--- src/logic/pps_defines.svh ---
// register offsets, field positions, reset values and key bytes
`ifndef PPS_DEFINES_SVH
`define PPS_DEFINES_SVH
`define PPS_ADDR_W 8
`define PPS_DATA_W 16
`define PPS_SEL_W 5
`define PPS_NUM_PINS 26
`define PPS_FUNC_W 32
`define PPS_IN_RST 5'h1F
`define PPS_OUT_RST 5'h00
`define PPS_PARK_PIN 5'h1F
`define PPS_LANE0_LSB 0
`define PPS_LANE1_LSB 8
`define PPS_IN_REG0 8'h00
`define PPS_IN_REG1 8'h01
`define PPS_IN_REG3 8'h03
`define PPS_IN_REG4 8'h04
`define PPS_IN_REG7 8'h07
`define PPS_IN_REG8 8'h08
`define PPS_IN_REG9 8'h09
`define PPS_IN_REG11 8'h0B
`define PPS_IN_REG18 8'h12
`define PPS_IN_REG19 8'h13
`define PPS_IN_REG20 8'h14
`define PPS_IN_REG21 8'h15
`define PPS_IN_REG22 8'h16
`define PPS_IN_REG23 8'h17
`define PPS_OUT_BASE 8'h20
`define PPS_OSC_CTRL 8'h40
`define PPS_LOCK_BIT 6
`define PPS_KEY_ONE 8'h46
`define PPS_KEY_TWO 8'h57
`define PPS_FUNC_NULL 5'h00
`define PPS_FUNC_LO_LAST 5'h0C
`define PPS_FUNC_HI_FIRST 5'h12
`define PPS_FUNC_HI_LAST 5'h16
`define PPS_FUSE_DEFAULT 1'b1
`endif

--- src/logic/pps_pkg.sv ---
// types shared by the pin select block and its bench
package pps_pkg;
   typedef logic [4:0] pps_sel_t;

   // register bus request from the software side
   typedef struct packed {
      logic wr;
      logic rd;
      logic [7:0] addr;
      logic [15:0] wdata;
   } pps_bus_req_t;

   // remappable peripheral inputs, index into o_periph_in
   typedef enum logic [4:0] {
      IN_EXT_IRQ_ONE = 5'h00, IN_EXT_IRQ_TWO = 5'h01,
      IN_TIMER2_EXT_CLOCK = 5'h02, IN_TIMER3_EXT_CLOCK = 5'h03,
      IN_TIMER4_EXT_CLOCK = 5'h04, IN_TIMER5_EXT_CLOCK = 5'h05,
      IN_CAPTURE_ONE = 5'h06, IN_CAPTURE_TWO = 5'h07,
      IN_CAPTURE_THREE = 5'h08, IN_CAPTURE_FOUR = 5'h09,
      IN_CAPTURE_FIVE = 5'h0A, IN_COMPARE_FAULT_A = 5'h0B,
      IN_COMPARE_FAULT_B = 5'h0C, IN_UART1_RECEIVE = 5'h0D,
      IN_UART1_CLEAR_TO_SEND = 5'h0E, IN_UART2_RECEIVE = 5'h0F,
      IN_UART2_CLEAR_TO_SEND = 5'h10, IN_SPI1_DATA_IN = 5'h11,
      IN_SPI1_CLOCK_IN = 5'h12, IN_SPI1_SELECT_IN = 5'h13,
      IN_SPI2_DATA_IN = 5'h14, IN_SPI2_CLOCK_IN = 5'h15,
      IN_SPI2_SELECT_IN = 5'h16
   } pps_in_t;

   // key sequence tracker states
   typedef enum logic [2:0] {
      KEY_IDLE = 3'b001,
      KEY_GOT_ONE = 3'b010,
      KEY_GOT_TWO = 3'b100
   } pps_key_state_t;
endpackage

--- src/logic/pps_pin_select.sv ---
// remappable peripheral pin select: selector registers, lock and muxes
//
// Decided for this implementation: the strobed register port and the placing of the registers.
`include "pps_defines.svh"

// Overview of operation
// - each input has 5-bit field selecting pin
// - input register holds one or two selector fields
// - field accepts only supported pin numbers
// - twenty-three listed peripheral inputs are remappable
// - each pin has 5-bit output function field
// - output value zero disconnects the pin
// - function numbers decode to listed peripheral outputs
// - reset puts null function on every pin
// - input and output maps are independent
// - one pin many inputs, one output many pins
// - no lockout on any mapping combination
// - locked selector writes complete but change nothing
// - lock is bit 6 of oscillator control
// - lock changes only after 46h, 57h keys
// - lock holds until next key sequence
// - shadow mismatch raises configuration mismatch reset
// - one-shot fuse blocks clearing a set lock
// - in one-shot mode only reset clears lock
// - fuse default one-shot, programmed zero unlimited
// - reset inputs to pin 31, outputs zero
// - lock comes out of reset unlocked
module pps_pin_select #(
   parameter int NUM_PINS = `PPS_NUM_PINS
) (
   input wire logic i_clock,
   input wire logic i_nrst,
   input pps_pkg::pps_bus_req_t i_bus,
   output logic [15:0] o_rdata,
   input wire logic i_one_shot_lock_fuse,
   input wire logic [NUM_PINS-1:0] i_pin_in,
   input wire logic [`PPS_FUNC_W-1:0] i_func_out,
   output logic [22:0] o_periph_in,
   output logic [NUM_PINS-1:0] o_pin_out,
   output logic [NUM_PINS-1:0] o_pin_oe,
   output logic o_map_write_lock,
   output logic o_cfg_mismatch_rst
);
   import pps_pkg::*;

   localparam int NUM_IN = 23;
   localparam int NUM_OUT_REGS = (NUM_PINS + 1) / 2;

   pps_sel_t in_sel_q [NUM_IN];
   pps_sel_t in_shadow_q [NUM_IN];
   pps_sel_t out_sel_q [NUM_PINS];
   pps_sel_t out_shadow_q [NUM_PINS];
   logic [NUM_IN-1:0] in_wr;
   logic [NUM_PINS-1:0] out_wr;
   logic [NUM_IN-1:0] in_diff;
   logic [NUM_PINS-1:0] out_diff;
   logic [NUM_PINS-1:0] pin_s1_q;
   logic [NUM_PINS-1:0] pin_s2_q;
   logic [NUM_PINS-1:0] pin_s3_q;
   logic [NUM_PINS-1:0] pin_filt_q;
   logic lock_q;
   logic fuse_q;
   pps_key_state_t key_q;
   pps_key_state_t key_d;
   logic osc_wr;
   logic key_one_wr;
   logic key_two_wr;
   logic lock_wr;
   logic [15:0] rd_d;
   logic [15:0] in_rd [NUM_IN];
   logic [15:0] out_rd [NUM_PINS];

   // register address and lane (0 low, 1 high) of each input field
   function automatic logic [8:0] in_loc(input int idx);
      logic [8:0] loc;
      loc = 9'h000;
      case (idx)
         int'(IN_EXT_IRQ_ONE): loc = {`PPS_IN_REG0, 1'b1};
         int'(IN_EXT_IRQ_TWO): loc = {`PPS_IN_REG1, 1'b0};
         int'(IN_TIMER2_EXT_CLOCK): loc = {`PPS_IN_REG3, 1'b0};
         int'(IN_TIMER3_EXT_CLOCK): loc = {`PPS_IN_REG3, 1'b1};
         int'(IN_TIMER4_EXT_CLOCK): loc = {`PPS_IN_REG4, 1'b0};
         int'(IN_TIMER5_EXT_CLOCK): loc = {`PPS_IN_REG4, 1'b1};
         int'(IN_CAPTURE_ONE): loc = {`PPS_IN_REG7, 1'b0};
         int'(IN_CAPTURE_TWO): loc = {`PPS_IN_REG7, 1'b1};
         int'(IN_CAPTURE_THREE): loc = {`PPS_IN_REG8, 1'b0};
         int'(IN_CAPTURE_FOUR): loc = {`PPS_IN_REG8, 1'b1};
         int'(IN_CAPTURE_FIVE): loc = {`PPS_IN_REG9, 1'b0};
         int'(IN_COMPARE_FAULT_A): loc = {`PPS_IN_REG11, 1'b0};
         int'(IN_COMPARE_FAULT_B): loc = {`PPS_IN_REG11, 1'b1};
         int'(IN_UART1_RECEIVE): loc = {`PPS_IN_REG18, 1'b0};
         int'(IN_UART1_CLEAR_TO_SEND): loc = {`PPS_IN_REG18, 1'b1};
         int'(IN_UART2_RECEIVE): loc = {`PPS_IN_REG19, 1'b0};
         int'(IN_UART2_CLEAR_TO_SEND): loc = {`PPS_IN_REG19, 1'b1};
         int'(IN_SPI1_DATA_IN): loc = {`PPS_IN_REG20, 1'b0};
         int'(IN_SPI1_CLOCK_IN): loc = {`PPS_IN_REG20, 1'b1};
         int'(IN_SPI1_SELECT_IN): loc = {`PPS_IN_REG21, 1'b0};
         int'(IN_SPI2_DATA_IN): loc = {`PPS_IN_REG22, 1'b0};
         int'(IN_SPI2_CLOCK_IN): loc = {`PPS_IN_REG22, 1'b1};
         int'(IN_SPI2_SELECT_IN): loc = {`PPS_IN_REG23, 1'b0};
         default: loc = 9'h1FE;
      endcase
      return loc;
   endfunction

   // pick the selector lane out of a write word
   function automatic pps_sel_t lane_val(input logic [15:0] w,
                                         input logic lane);
      return lane ? w[`PPS_LANE1_LSB +: 5] : w[`PPS_LANE0_LSB +: 5];
   endfunction

   // input field accepts an existing pin or the park value only
   function automatic logic in_ok(input pps_sel_t v);
      return (int'(v) < NUM_PINS) || (v == `PPS_PARK_PIN);
   endfunction

   // output function numbers that name a peripheral output
   function automatic logic func_ok(input pps_sel_t v);
      return ((v != `PPS_FUNC_NULL) && (v <= `PPS_FUNC_LO_LAST)) ||
             ((v >= `PPS_FUNC_HI_FIRST) &&
              (v <= `PPS_FUNC_HI_LAST));
   endfunction

   // output field accepts null or a defined function number
   function automatic logic out_ok(input pps_sel_t v);
      return (v == `PPS_FUNC_NULL) || func_ok(v);
   endfunction

   // writes to the oscillator control register
   assign osc_wr = i_bus.wr && (i_bus.addr == `PPS_OSC_CTRL);
   // the two key bytes, written to the low byte of oscillator control
   assign key_one_wr = osc_wr && (i_bus.wdata[7:0] == `PPS_KEY_ONE);
   assign key_two_wr = osc_wr && (i_bus.wdata[7:0] == `PPS_KEY_TWO);
   // third write of a complete key sequence carries the new lock value;
   // a key byte there restarts the sequence instead of moving the lock
   assign lock_wr = osc_wr && (key_q == KEY_GOT_TWO) &&
                    !key_one_wr && !key_two_wr;

   // key tracker: any other write restarts the sequence, reads do not
   always_comb begin
      key_d = key_q;
      if (i_bus.wr) begin
         key_d = KEY_IDLE;
         case (key_q)
            KEY_IDLE: begin
               if (key_one_wr) begin
                  key_d = KEY_GOT_ONE;
               end
            end
            KEY_GOT_ONE: begin
               if (key_one_wr) begin
                  key_d = KEY_GOT_ONE;
               end else if (key_two_wr) begin
                  key_d = KEY_GOT_TWO;
               end
            end
            KEY_GOT_TWO: begin
               if (key_one_wr) begin
                  key_d = KEY_GOT_ONE;
               end
            end
            default: begin
               key_d = KEY_IDLE;
            end
         endcase
      end
   end

   // key tracker state
   always_ff @(posedge i_clock) begin
      if (!i_nrst) begin
         key_q <= KEY_IDLE;
      end else begin
         key_q <= key_d;
      end
   end

   // one-shot fuse is sampled while reset is held
   always_ff @(posedge i_clock) begin
      if (!i_nrst) begin
         fuse_q <= i_one_shot_lock_fuse;
      end
   end

   // map write lock, bit 6 of the oscillator control register
   always_ff @(posedge i_clock) begin
      if (!i_nrst) begin
         lock_q <= 1'b0;
      end else if (lock_wr) begin
         if (i_bus.wdata[`PPS_LOCK_BIT]) begin
            lock_q <= 1'b1;
         end else if (!(fuse_q && lock_q)) begin
            lock_q <= 1'b0;
         end
      end
   end

   // per-input selector fields and their write decode
   for (genvar i = 0; i < NUM_IN; i++) begin : g_in
      localparam logic [8:0] LOC = in_loc(i);
      pps_sel_t in_val;
      // this field's lane of the write word
      assign in_val = lane_val(i_bus.wdata, LOC[0]);
      assign in_wr[i] = i_bus.wr && !lock_q &&
                        (i_bus.addr == LOC[8:1]) &&
                        in_ok(in_val);
      // selector register, any pin for any input
      always_ff @(posedge i_clock) begin
         if (!i_nrst) begin
            in_sel_q[i] <= `PPS_IN_RST;
         end else if (in_wr[i]) begin
            in_sel_q[i] <= lane_val(i_bus.wdata, LOC[0]);
         end
      end
      // shadow copy follows every legal write
      always_ff @(posedge i_clock) begin
         if (!i_nrst) begin
            in_shadow_q[i] <= `PPS_IN_RST;
         end else if (in_wr[i]) begin
            in_shadow_q[i] <= lane_val(i_bus.wdata, LOC[0]);
         end
      end
      assign in_diff[i] = (in_sel_q[i] != in_shadow_q[i]);
      // read lane of this field, zero when another register is addressed
      always_comb begin
         in_rd[i] = 16'h0000;
         if (i_bus.addr == LOC[8:1]) begin
            if (LOC[0]) begin
               in_rd[i][`PPS_LANE1_LSB +: 5] = in_sel_q[i];
            end else begin
               in_rd[i][`PPS_LANE0_LSB +: 5] = in_sel_q[i];
            end
         end
      end
      // route the chosen filtered pin, absent pins read low
      always_ff @(posedge i_clock) begin
         if (!i_nrst) begin
            o_periph_in[i] <= 1'b0;
         end else if (int'(in_sel_q[i]) < NUM_PINS) begin
            o_periph_in[i] <= pin_filt_q[in_sel_q[i]];
         end else begin
            o_periph_in[i] <= 1'b0;
         end
      end
   end

   // per-pin output selector fields, synchroniser and driver
   for (genvar p = 0; p < NUM_PINS; p++) begin : g_pin
      localparam logic [7:0] ADDR = 8'(`PPS_OUT_BASE + p / 2);
      localparam logic LANE = 1'(p % 2);
      pps_sel_t out_val;
      // this pin's lane of the write word
      assign out_val = lane_val(i_bus.wdata, LANE);
      assign out_wr[p] = i_bus.wr && !lock_q && (i_bus.addr == ADDR) &&
                         out_ok(out_val);
      // output selector register
      always_ff @(posedge i_clock) begin
         if (!i_nrst) begin
            out_sel_q[p] <= `PPS_OUT_RST;
         end else if (out_wr[p]) begin
            out_sel_q[p] <= lane_val(i_bus.wdata, LANE);
         end
      end
      // shadow copy of the output selector
      always_ff @(posedge i_clock) begin
         if (!i_nrst) begin
            out_shadow_q[p] <= `PPS_OUT_RST;
         end else if (out_wr[p]) begin
            out_shadow_q[p] <= lane_val(i_bus.wdata, LANE);
         end
      end
      assign out_diff[p] = (out_sel_q[p] != out_shadow_q[p]);
      // read lane of this pin's field, zero for other addresses
      always_comb begin
         out_rd[p] = 16'h0000;
         if (i_bus.addr == ADDR) begin
            if (LANE) begin
               out_rd[p][`PPS_LANE1_LSB +: 5] = out_sel_q[p];
            end else begin
               out_rd[p][`PPS_LANE0_LSB +: 5] = out_sel_q[p];
            end
         end
      end
      // pin drive: chosen function, or released for null
      always_ff @(posedge i_clock) begin
         if (!i_nrst) begin
            o_pin_out[p] <= 1'b0;
            o_pin_oe[p] <= 1'b0;
         end else if (func_ok(out_sel_q[p])) begin
            o_pin_out[p] <= i_func_out[out_sel_q[p]];
            o_pin_oe[p] <= 1'b1;
         end else begin
            o_pin_out[p] <= 1'b0;
            o_pin_oe[p] <= 1'b0;
         end
      end
      // three-stage synchroniser, change taken when stages 2 and 3 agree
      always_ff @(posedge i_clock) begin
         if (!i_nrst) begin
            pin_s1_q[p] <= 1'b0;
            pin_s2_q[p] <= 1'b0;
            pin_s3_q[p] <= 1'b0;
            pin_filt_q[p] <= 1'b0;
         end else begin
            pin_s1_q[p] <= i_pin_in[p];
            pin_s2_q[p] <= pin_s1_q[p];
            pin_s3_q[p] <= pin_s2_q[p];
            if (pin_s2_q[p] == pin_s3_q[p]) begin
               pin_filt_q[p] <= pin_s3_q[p];
            end
         end
      end
   end

   // read mux: selector fields in their lanes, lock in bit 6 of oscillator control, other bits zero
   always_comb begin
      rd_d = 16'h0000;
      for (int i = 0; i < NUM_IN; i++) begin
         rd_d = rd_d | in_rd[i];
      end
      for (int p = 0; p < NUM_PINS; p++) begin
         rd_d = rd_d | out_rd[p];
      end
      if (i_bus.addr == `PPS_OSC_CTRL) begin
         rd_d[`PPS_LOCK_BIT] = lock_q;
      end
   end

   // read data stands only in the cycle after the read strobe
   always_ff @(posedge i_clock) begin
      if (!i_nrst) begin
         o_rdata <= 16'h0000;
      end else if (i_bus.rd) begin
         o_rdata <= rd_d;
      end else begin
         o_rdata <= 16'h0000;
      end
   end

   // configuration mismatch reset request on any shadow difference
   always_ff @(posedge i_clock) begin
      if (!i_nrst) begin
         o_cfg_mismatch_rst <= 1'b0;
      end else begin
         o_cfg_mismatch_rst <= (|in_diff) || (|out_diff);
      end
   end

   assign o_map_write_lock = lock_q;

   // last output register address, kept for address range checks
   localparam logic [7:0] OUT_LAST = 8'(`PPS_OUT_BASE + NUM_OUT_REGS - 1);
endmodule

--- config.mk ---
export PLATFORM = sky130hd
export DESIGN_NAME = pps_pin_select
export DESIGN_NICKNAME = d
export VERILOG_FILES = /design/src/logic/pps_pkg.sv /design/src/logic/pps_pin_select.sv
export VERILOG_INCLUDE_DIRS = /design/src /design/src/logic
export SDC_FILE = /design/constraint.sdc
export NUM_CORES = 1
export LEC_CHECK = 0
export ABC_AREA = 1
export BUFFER_PORTS_ARGS = -buffer_cell sky130_fd_sc_hd__buf_2
export CAP_MARGIN = 20
export CELL_PAD_IN_SITES_DETAIL_PLACEMENT = 1
export CELL_PAD_IN_SITES_GLOBAL_PLACEMENT = 1
export CORE_ASPECT_RATIO = 1.5
export CORE_UTILIZATION = 29
export CTS_CLUSTER_DIAMETER = 50
export DETAILED_ROUTE_END_ITERATION = 16
export HOLD_SLACK_MARGIN = 0.1
export PLACE_DENSITY = 0.61
export SLEW_MARGIN = 5
export SYNTH_ARGS = -nofsm -noshare
export SYNTH_HDL_FRONTEND = slang
export SYNTH_SLANG_ARGS = --single-unit
--- constraint.sdc ---
create_clock -name i_clock -period 2.08 [get_ports i_clock]
set_clock_uncertainty 0.1 [all_clocks]
set_input_delay 0.208 -clock i_clock [delete_from_list [all_inputs] [get_ports i_clock]]
set_output_delay 0.208 -clock i_clock [all_outputs]
set_load 0.02 [all_outputs]
* Word level (Yosys, flattened, before mapping)
Memory sizes are Yosys's and may differ from the RTL's.
Index checks and enable logic that the tools add are counted.
Widths: inputs -> output; s select.
** Operators by class
- Muxes and demuxes :: 426
- Order comparisons :: 158
- Equality and inequality tests :: 110
- Reduce and logical (&&, ||, !) cells :: 261
- Bitwise gates (word level) :: 146
** Operators with widths (number)
- $mux 5 :: 147
- $or 13x5->13 :: 26
- $lt 5x6->1 const B :: 49
- $or 13x13->13 :: 22
- $bmux 1 s5 :: 49
- $ne 5x5->1 :: 49
- $mux 1 :: 226
- $ge 5x5->1 const B :: 28
- $le 5x4->1 const B :: 28
- $le 5x5->1 const B :: 28
- $logic_and 1x1->1 :: 140
- $reduce_bool 5->1 :: 28
- $lt 5x5->1 const B :: 25
- $eq 8x6->1 const B :: 13
- $reduce_and 2->1 :: 51
- $or 1x1->1 :: 98
- $eq 8x5->1 const B :: 6
- $logic_or 1x1->1 :: 33
- $eq 1x1->1 :: 26
- $reduce_or 26->1 :: 1
- $eq 8x4->1 const B :: 3
- $eq 8x7->1 const B :: 3
- $reduce_or 23->1 :: 1
- $eq 8x3->1 const B :: 2
- 14 further kinds :: 19
** Word-level totals
- Memory bits (writable) :: 490
- Input bits :: 87
- Memories :: 4
- Logic and storage cells :: 1289
- Bits in registers :: 201
- Output and inout port bits :: 93
** Memories
- out_sel_q :: words 26, width 5, read ports 26, clocked after Yosys merged registers in 0, write ports 26, RTL line pps_pin_select.sv:51 : pps_sel_t out_sel_q [NUM_PINS];
- out_shadow_q :: words 26, width 5, read ports 26, clocked after Yosys merged registers in 0, write ports 26, RTL line pps_pin_select.sv:52 : pps_sel_t out_shadow_q [NUM_PINS];
- in_sel_q :: words 23, width 5, read ports 23, clocked after Yosys merged registers in 0, write ports 23, RTL line pps_pin_select.sv:49 : pps_sel_t in_sel_q [NUM_IN];
- in_shadow_q :: words 23, width 5, read ports 23, clocked after Yosys merged registers in 0, write ports 23, RTL line pps_pin_select.sv:50 : pps_sel_t in_shadow_q [NUM_IN];

* Depth between registers and ports, before layout
- Word-level depth :: 51
- Gate-level depth with buffers :: 12
- Gate-level depth less buffers :: 10

* Least setup slack after synthesis
OpenSTA, ideal clock, no wires.
- Path kind :: reg-to-reg
- From :: register lock_q (netlist: o_map_write_lock)
- To :: memory out_shadow_q[18][0] (netlist bit), enable pin
- Required time :: 1.606 ns
- Data arrival time :: 1.507 ns
- Setup slack :: 0.099 ns
- Cell stages (with the launch flop) :: 6
- Path buffers :: 0
- Setup time :: 0.374 ns
- Period minus slack after synthesis :: 1.981 ns
- Cell sequence :: dfxtp_1 > nor2_2 > inv_1 > nor2_1 > inv_1 > o21ai_0
** RTL lines
- start: declaration :: RTL line pps_pin_select.sv:61 : logic lock_q;
- start signal: assignment :: RTL line pps_pin_select.sv:188 : lock_q <= 1'b0;
- start signal: assignment :: RTL line pps_pin_select.sv:191 : lock_q <= 1'b1;
- start signal: assignment :: RTL line pps_pin_select.sv:193 : lock_q <= 1'b0;
- end: declaration :: RTL line pps_pin_select.sv:52

==> summary.txt <==
Status
  • Outcome: completed

Pwr
  • Sequential power share: 0.408
  • Int Power: ~17000 µW
  • Worst ir drop on vdd: between 0.0005 and 0.0006 V
  • P per Cell Area: 646 mW/mm²
  • Switching part of the total: 0.316
  • Leakage power: between 0.015 and 0.02 µW
  • NetSw: approximately 8000 µW
  • Logic gate share of total power: 0.178
  • Clock power share: 0.414

Final layout
  • Post-Layout Cell Count: between 6000 and 7000
  • Final core occ: 0.363
  • Post-layout nets: roughly 5200
  • Layout Area Growth over Synthesis: 23.9%
  • Final instance area: just under 0.04 mm²
  • Share of cells above drive strength 1: 0.140

Routing
  • Iter 0 DRT Violations: 2886
  • DRC violations left: 0
  • Pre-Repair DR Iteration Count: 5
  • Post-Route WL: approximately 170000 µm
  • Post-route ant nets: 0
  • Vias per cell: 5.57
  • Vias: between 30000 and 40000
  • WL per Instance: approximately 25 µm

STA
  • Max Fclk: ~500 MHz
  • Final-report max-slew violation count: 0
  • Worst slew margin: 0.235
  • Setup-failing EPs final: 0
  • Min Tclk post-route: ~2.0 ns
  • Unrepaired setup endpoints after global routing: no
  • Final Hold Fails: 0
  • Worst-Margin Slew: between 1 and 1.5 ns
  • Period Utilization, post-route: 0.959

Critical path
  • Worst Setup Start Kind: register
  • CP arrival: around 2.3 ns
  • Reg2reg end: in_sel_q[1][32]$_SDFFCE_PN1P_
  • Buffers and inverters on the worst path: 4
  • R2r startpoint: o_map_write_lock$_SDFFE_PN0P_
  • Reg-to-reg slack, setup: roughly 0.085 ns
  • Family with the most delay on the worst path: buffers and inverters
  • Worst Setup End Kind: register
  • Crit Path Max Fanout: 20
  • Worst reg2reg path depth: 7
  • WS Path Type: reg2reg
  • Most frequent CP cell: buf_4
  • Worst endpoint required time: ~2.4 ns
  • Worst-path cell chain: nor2_2, buf_12, buf_4, nand2_1, buf_4, o21ai_0, buf_4
  • CP peak stage delay: roughly 0.33 ns
  • CP max-delay cell: dfxtp_1

Logic synthesis
  • Yosys reg bits: 440
  • Avg Synthesized Cell Area: 6.51 µm²
  • Mapped Area: about 0.031 mm²
  • Synth area leader: edfxtp_1
  • Post-Synthesis Cells: 4825
  • Sequential share of the synthesized area: 0.359
  • Share of the synthesized area in the top cell type: 0.235
  • Post-synthesis cell type count: 41
  • Ys Warns: 0
  • Top post-synthesis cells by area: edfxtp_1 24%, nand2_1 16%, dfxtp_1 12%, o211ai_1 7.5%, nand3_1 7.0%

Placement
  • Final HPWL DP: around 120000 µm
  • GPL Wtd Cong: around 1
  • Placed Area: about 0.036 mm²
  • Placed insts: 6414
  • Port Buffers: between 150 and 200

Global route
  • GRT Residual Overflow: 0
  • Initial antenna violation count: 6
  • GRT Util Overall: 0.298
  • First-pass GRT wire length: between 200000 and 250000 µm
  • Largest net degree at the start of global routing: around 110
  • Vias in the first global route: between 30000 and 40000

Clocking
  • Maximum clock path buffer count: 3
  • Latest clock arrival within the worst-skew pair: between 0.6 and 0.7 ns
  • Clk slew on worst S/H paths: approximately 0.070 ns
  • CTS tree: built
  • Sink count of the clock tree: 440
  • CTS Root Cell: clkbuf_16
  • Num CTS Buffers: 56
  • CTS HTree Levels: 2

Floorplanning
  • Die Wd: between 200 and 300 µm
  • Die Span Y: a little over 400 µm
  • Row count: about 150
  • Die area: 0.110 mm²
  • Starting Density: 0.293
  • I/O pin cnt: 180
  • Area of the core: 0.107 mm²

Min path
  • Worst hold path stage count: 8
  • End of the worst hold path: o_map_write_lock$_SDFFE_PN0P_
  • Worst min-delay path class: in2reg
  • Hold path startpoint: i_bus[4]

Run
  • Max cap viols: 0
## placed cells by master (no fill, tap or decap), types with 30 or more instances in the layout
master | Yosys | final
a21oi_1 | 362 | 362
a31oi_1 | 30 | 30
buf_12 | 0 | 50
buf_2 | 40 | 169
buf_4 | 11 | 351
clkbuf_16 | 0 | 59
dfxtp_1 | 194 | 194
dlygate4sd3_1 | 0 | 76
edfxtp_1 | 246 | 246
inv_1 | 411 | 408
nand2_1 | 1319 | 1319
nand3_1 | 439 | 439
nand4_1 | 68 | 68
nor2_1 | 441 | 439
o211ai_1 | 313 | 313
o21ai_0 | 412 | 412
## stage by stage
step                hold WS, ns  worst slack, ns  power (µW)  setup TNS (ns)
floorplan                 0.206           0.0991       12600               0
global placement          0.292           -0.116       14600           -3.64
detailed placement        0.295           -0.165       14700           -7.24
CTS                       0.102           0.0143       25300               0
global route              0.152          0.00342       26100               0
finish                    0.137           0.0854       25200               0
## per-layer routing
layer,vias up,share of wire,routed length (µm),track usage
met1,17900,0.37,62200,0.332
met4,4,0.089,14700,0.238
met5,-,0.00015,25,0
li1,16900,-,-,-
met2,1454,0.47,78900,0.505
met3,515,0.063,10500,0.0437
## cell families (layout without fill, tap and decap cells)
logic type                after synthesis  count (layout)  share of synthesized area
other                                   1               9                   0.000119
AOI/OAI and AO/OA                    1178            1178                      0.220
xor gates and xnor gates                1               1                   0.000279
buffers and inverters                 830            1188                      0.102
and+or+nand+nor                      2375            2375                      0.319
DFF                                   440             440                      0.359
## repair_timing
action	4_1_cts	5_1_grt
gates resized for setup	0	5
endpoints found under the setup margin	0	91
hold buffers	76	0
hold endpoints to repair	255	0
setup buffers	0	8
## power by group through the flow
stage	logic (µW)	registers (µW)	clock network, µW
global route	4860	10300	10900
finish	4480	10300	10400
floorplan	2540	10100	0
CTS	4410	10200	10700
global placement	4220	10400	0
detailed placement	4290	10400	0
## state kept, by name (all words and copies together), names as in the netlist
| signal | cells |
|---|---|
| o_pin_oe | 26 |
| pin_filt_q | 26 |
| out_shadow_q | 75 |
| o_periph_in | 23 |
| key_q | 3 |
| in_sel_q | 50 |
| out_sel_q | 55 |
| in_shadow_q | 65 |
| fuse_q | 1 |
| o_map_write_lock | 1 |
| o_rdata | 11 |
| pin_s2_q | 26 |
| pin_s1_q | 26 |
| pin_s3_q | 26 |
| o_pin_out | 26 |
## worst max path at each step
stage | start | to | depth (start not counted)
5_1_grt | o_map_write_lock$_SDFFE_PN0P_ | in_sel_q[1][33]$_SDFFCE_PN1P_ | 7
3_5_place_dp | i_bus[16] | in_sel_q[0][26]$_SDFFCE_PN1P_ | 8
4_1_cts | i_bus[0] | out_sel_q[8][4]$_SDFFCE_PN0P_ | 10
2_1_floorplan | o_map_write_lock$_SDFFE_PN0P_ | out_shadow_q[18][0]$_SDFFCE_PN0P_ | 5
6_report | o_map_write_lock$_SDFFE_PN0P_ | in_sel_q[1][32]$_SDFFCE_PN1P_ | 7
3_3_place_gp | i_bus[18] | in_shadow_q[0][21]$_SDFFCE_PN1P_ | 9
## cell usage after synthesis, drive strengths merged
library cell	number
nand2	1321
nor2	457
nand3	440
inv	415
o21ai	413
a21oi	362
clkbuf	329
o211ai	313
edfxtp	246
dfxtp	194
nand4	68
buf	65
nor3	51
a31oi	30
nand3b	23
clkinv	21
o31ai	16
a41oi	13
a211oi	10
nor4	7
o2111ai	7
a21boi	6
o221ai	6
and3	4
nor3b	2
or2	2
a22o	1
conb	1
o21bai	1
xnor2	1
## worst register-to-register path: stages (launching register included)
cell and delay [ns]:
dfxtp_1 0.33, nor2_2 0.16, buf_12 0.16, buf_4 0.20, nand2_1 0.07, buf_4 0.23, o21ai_0 0.25, buf_4 0.19
## layout make-up
cell class | instances | area [µm²]
Antenna cell | 3 | 7.51
Clock buffer | 72 | 1590
Clock inverter | 33 | 408
Fill cell | 13500 | 68300
Inverter | 436 | 1650
Multi-Input combinational cell | 3560 | 17000
Sequential cell | 440 | 11300
Tap cell | 1415 | 1770
Timing Repair Buffer | 647 | 5250
Note: power is estimated with default switching activity, not from simulation.
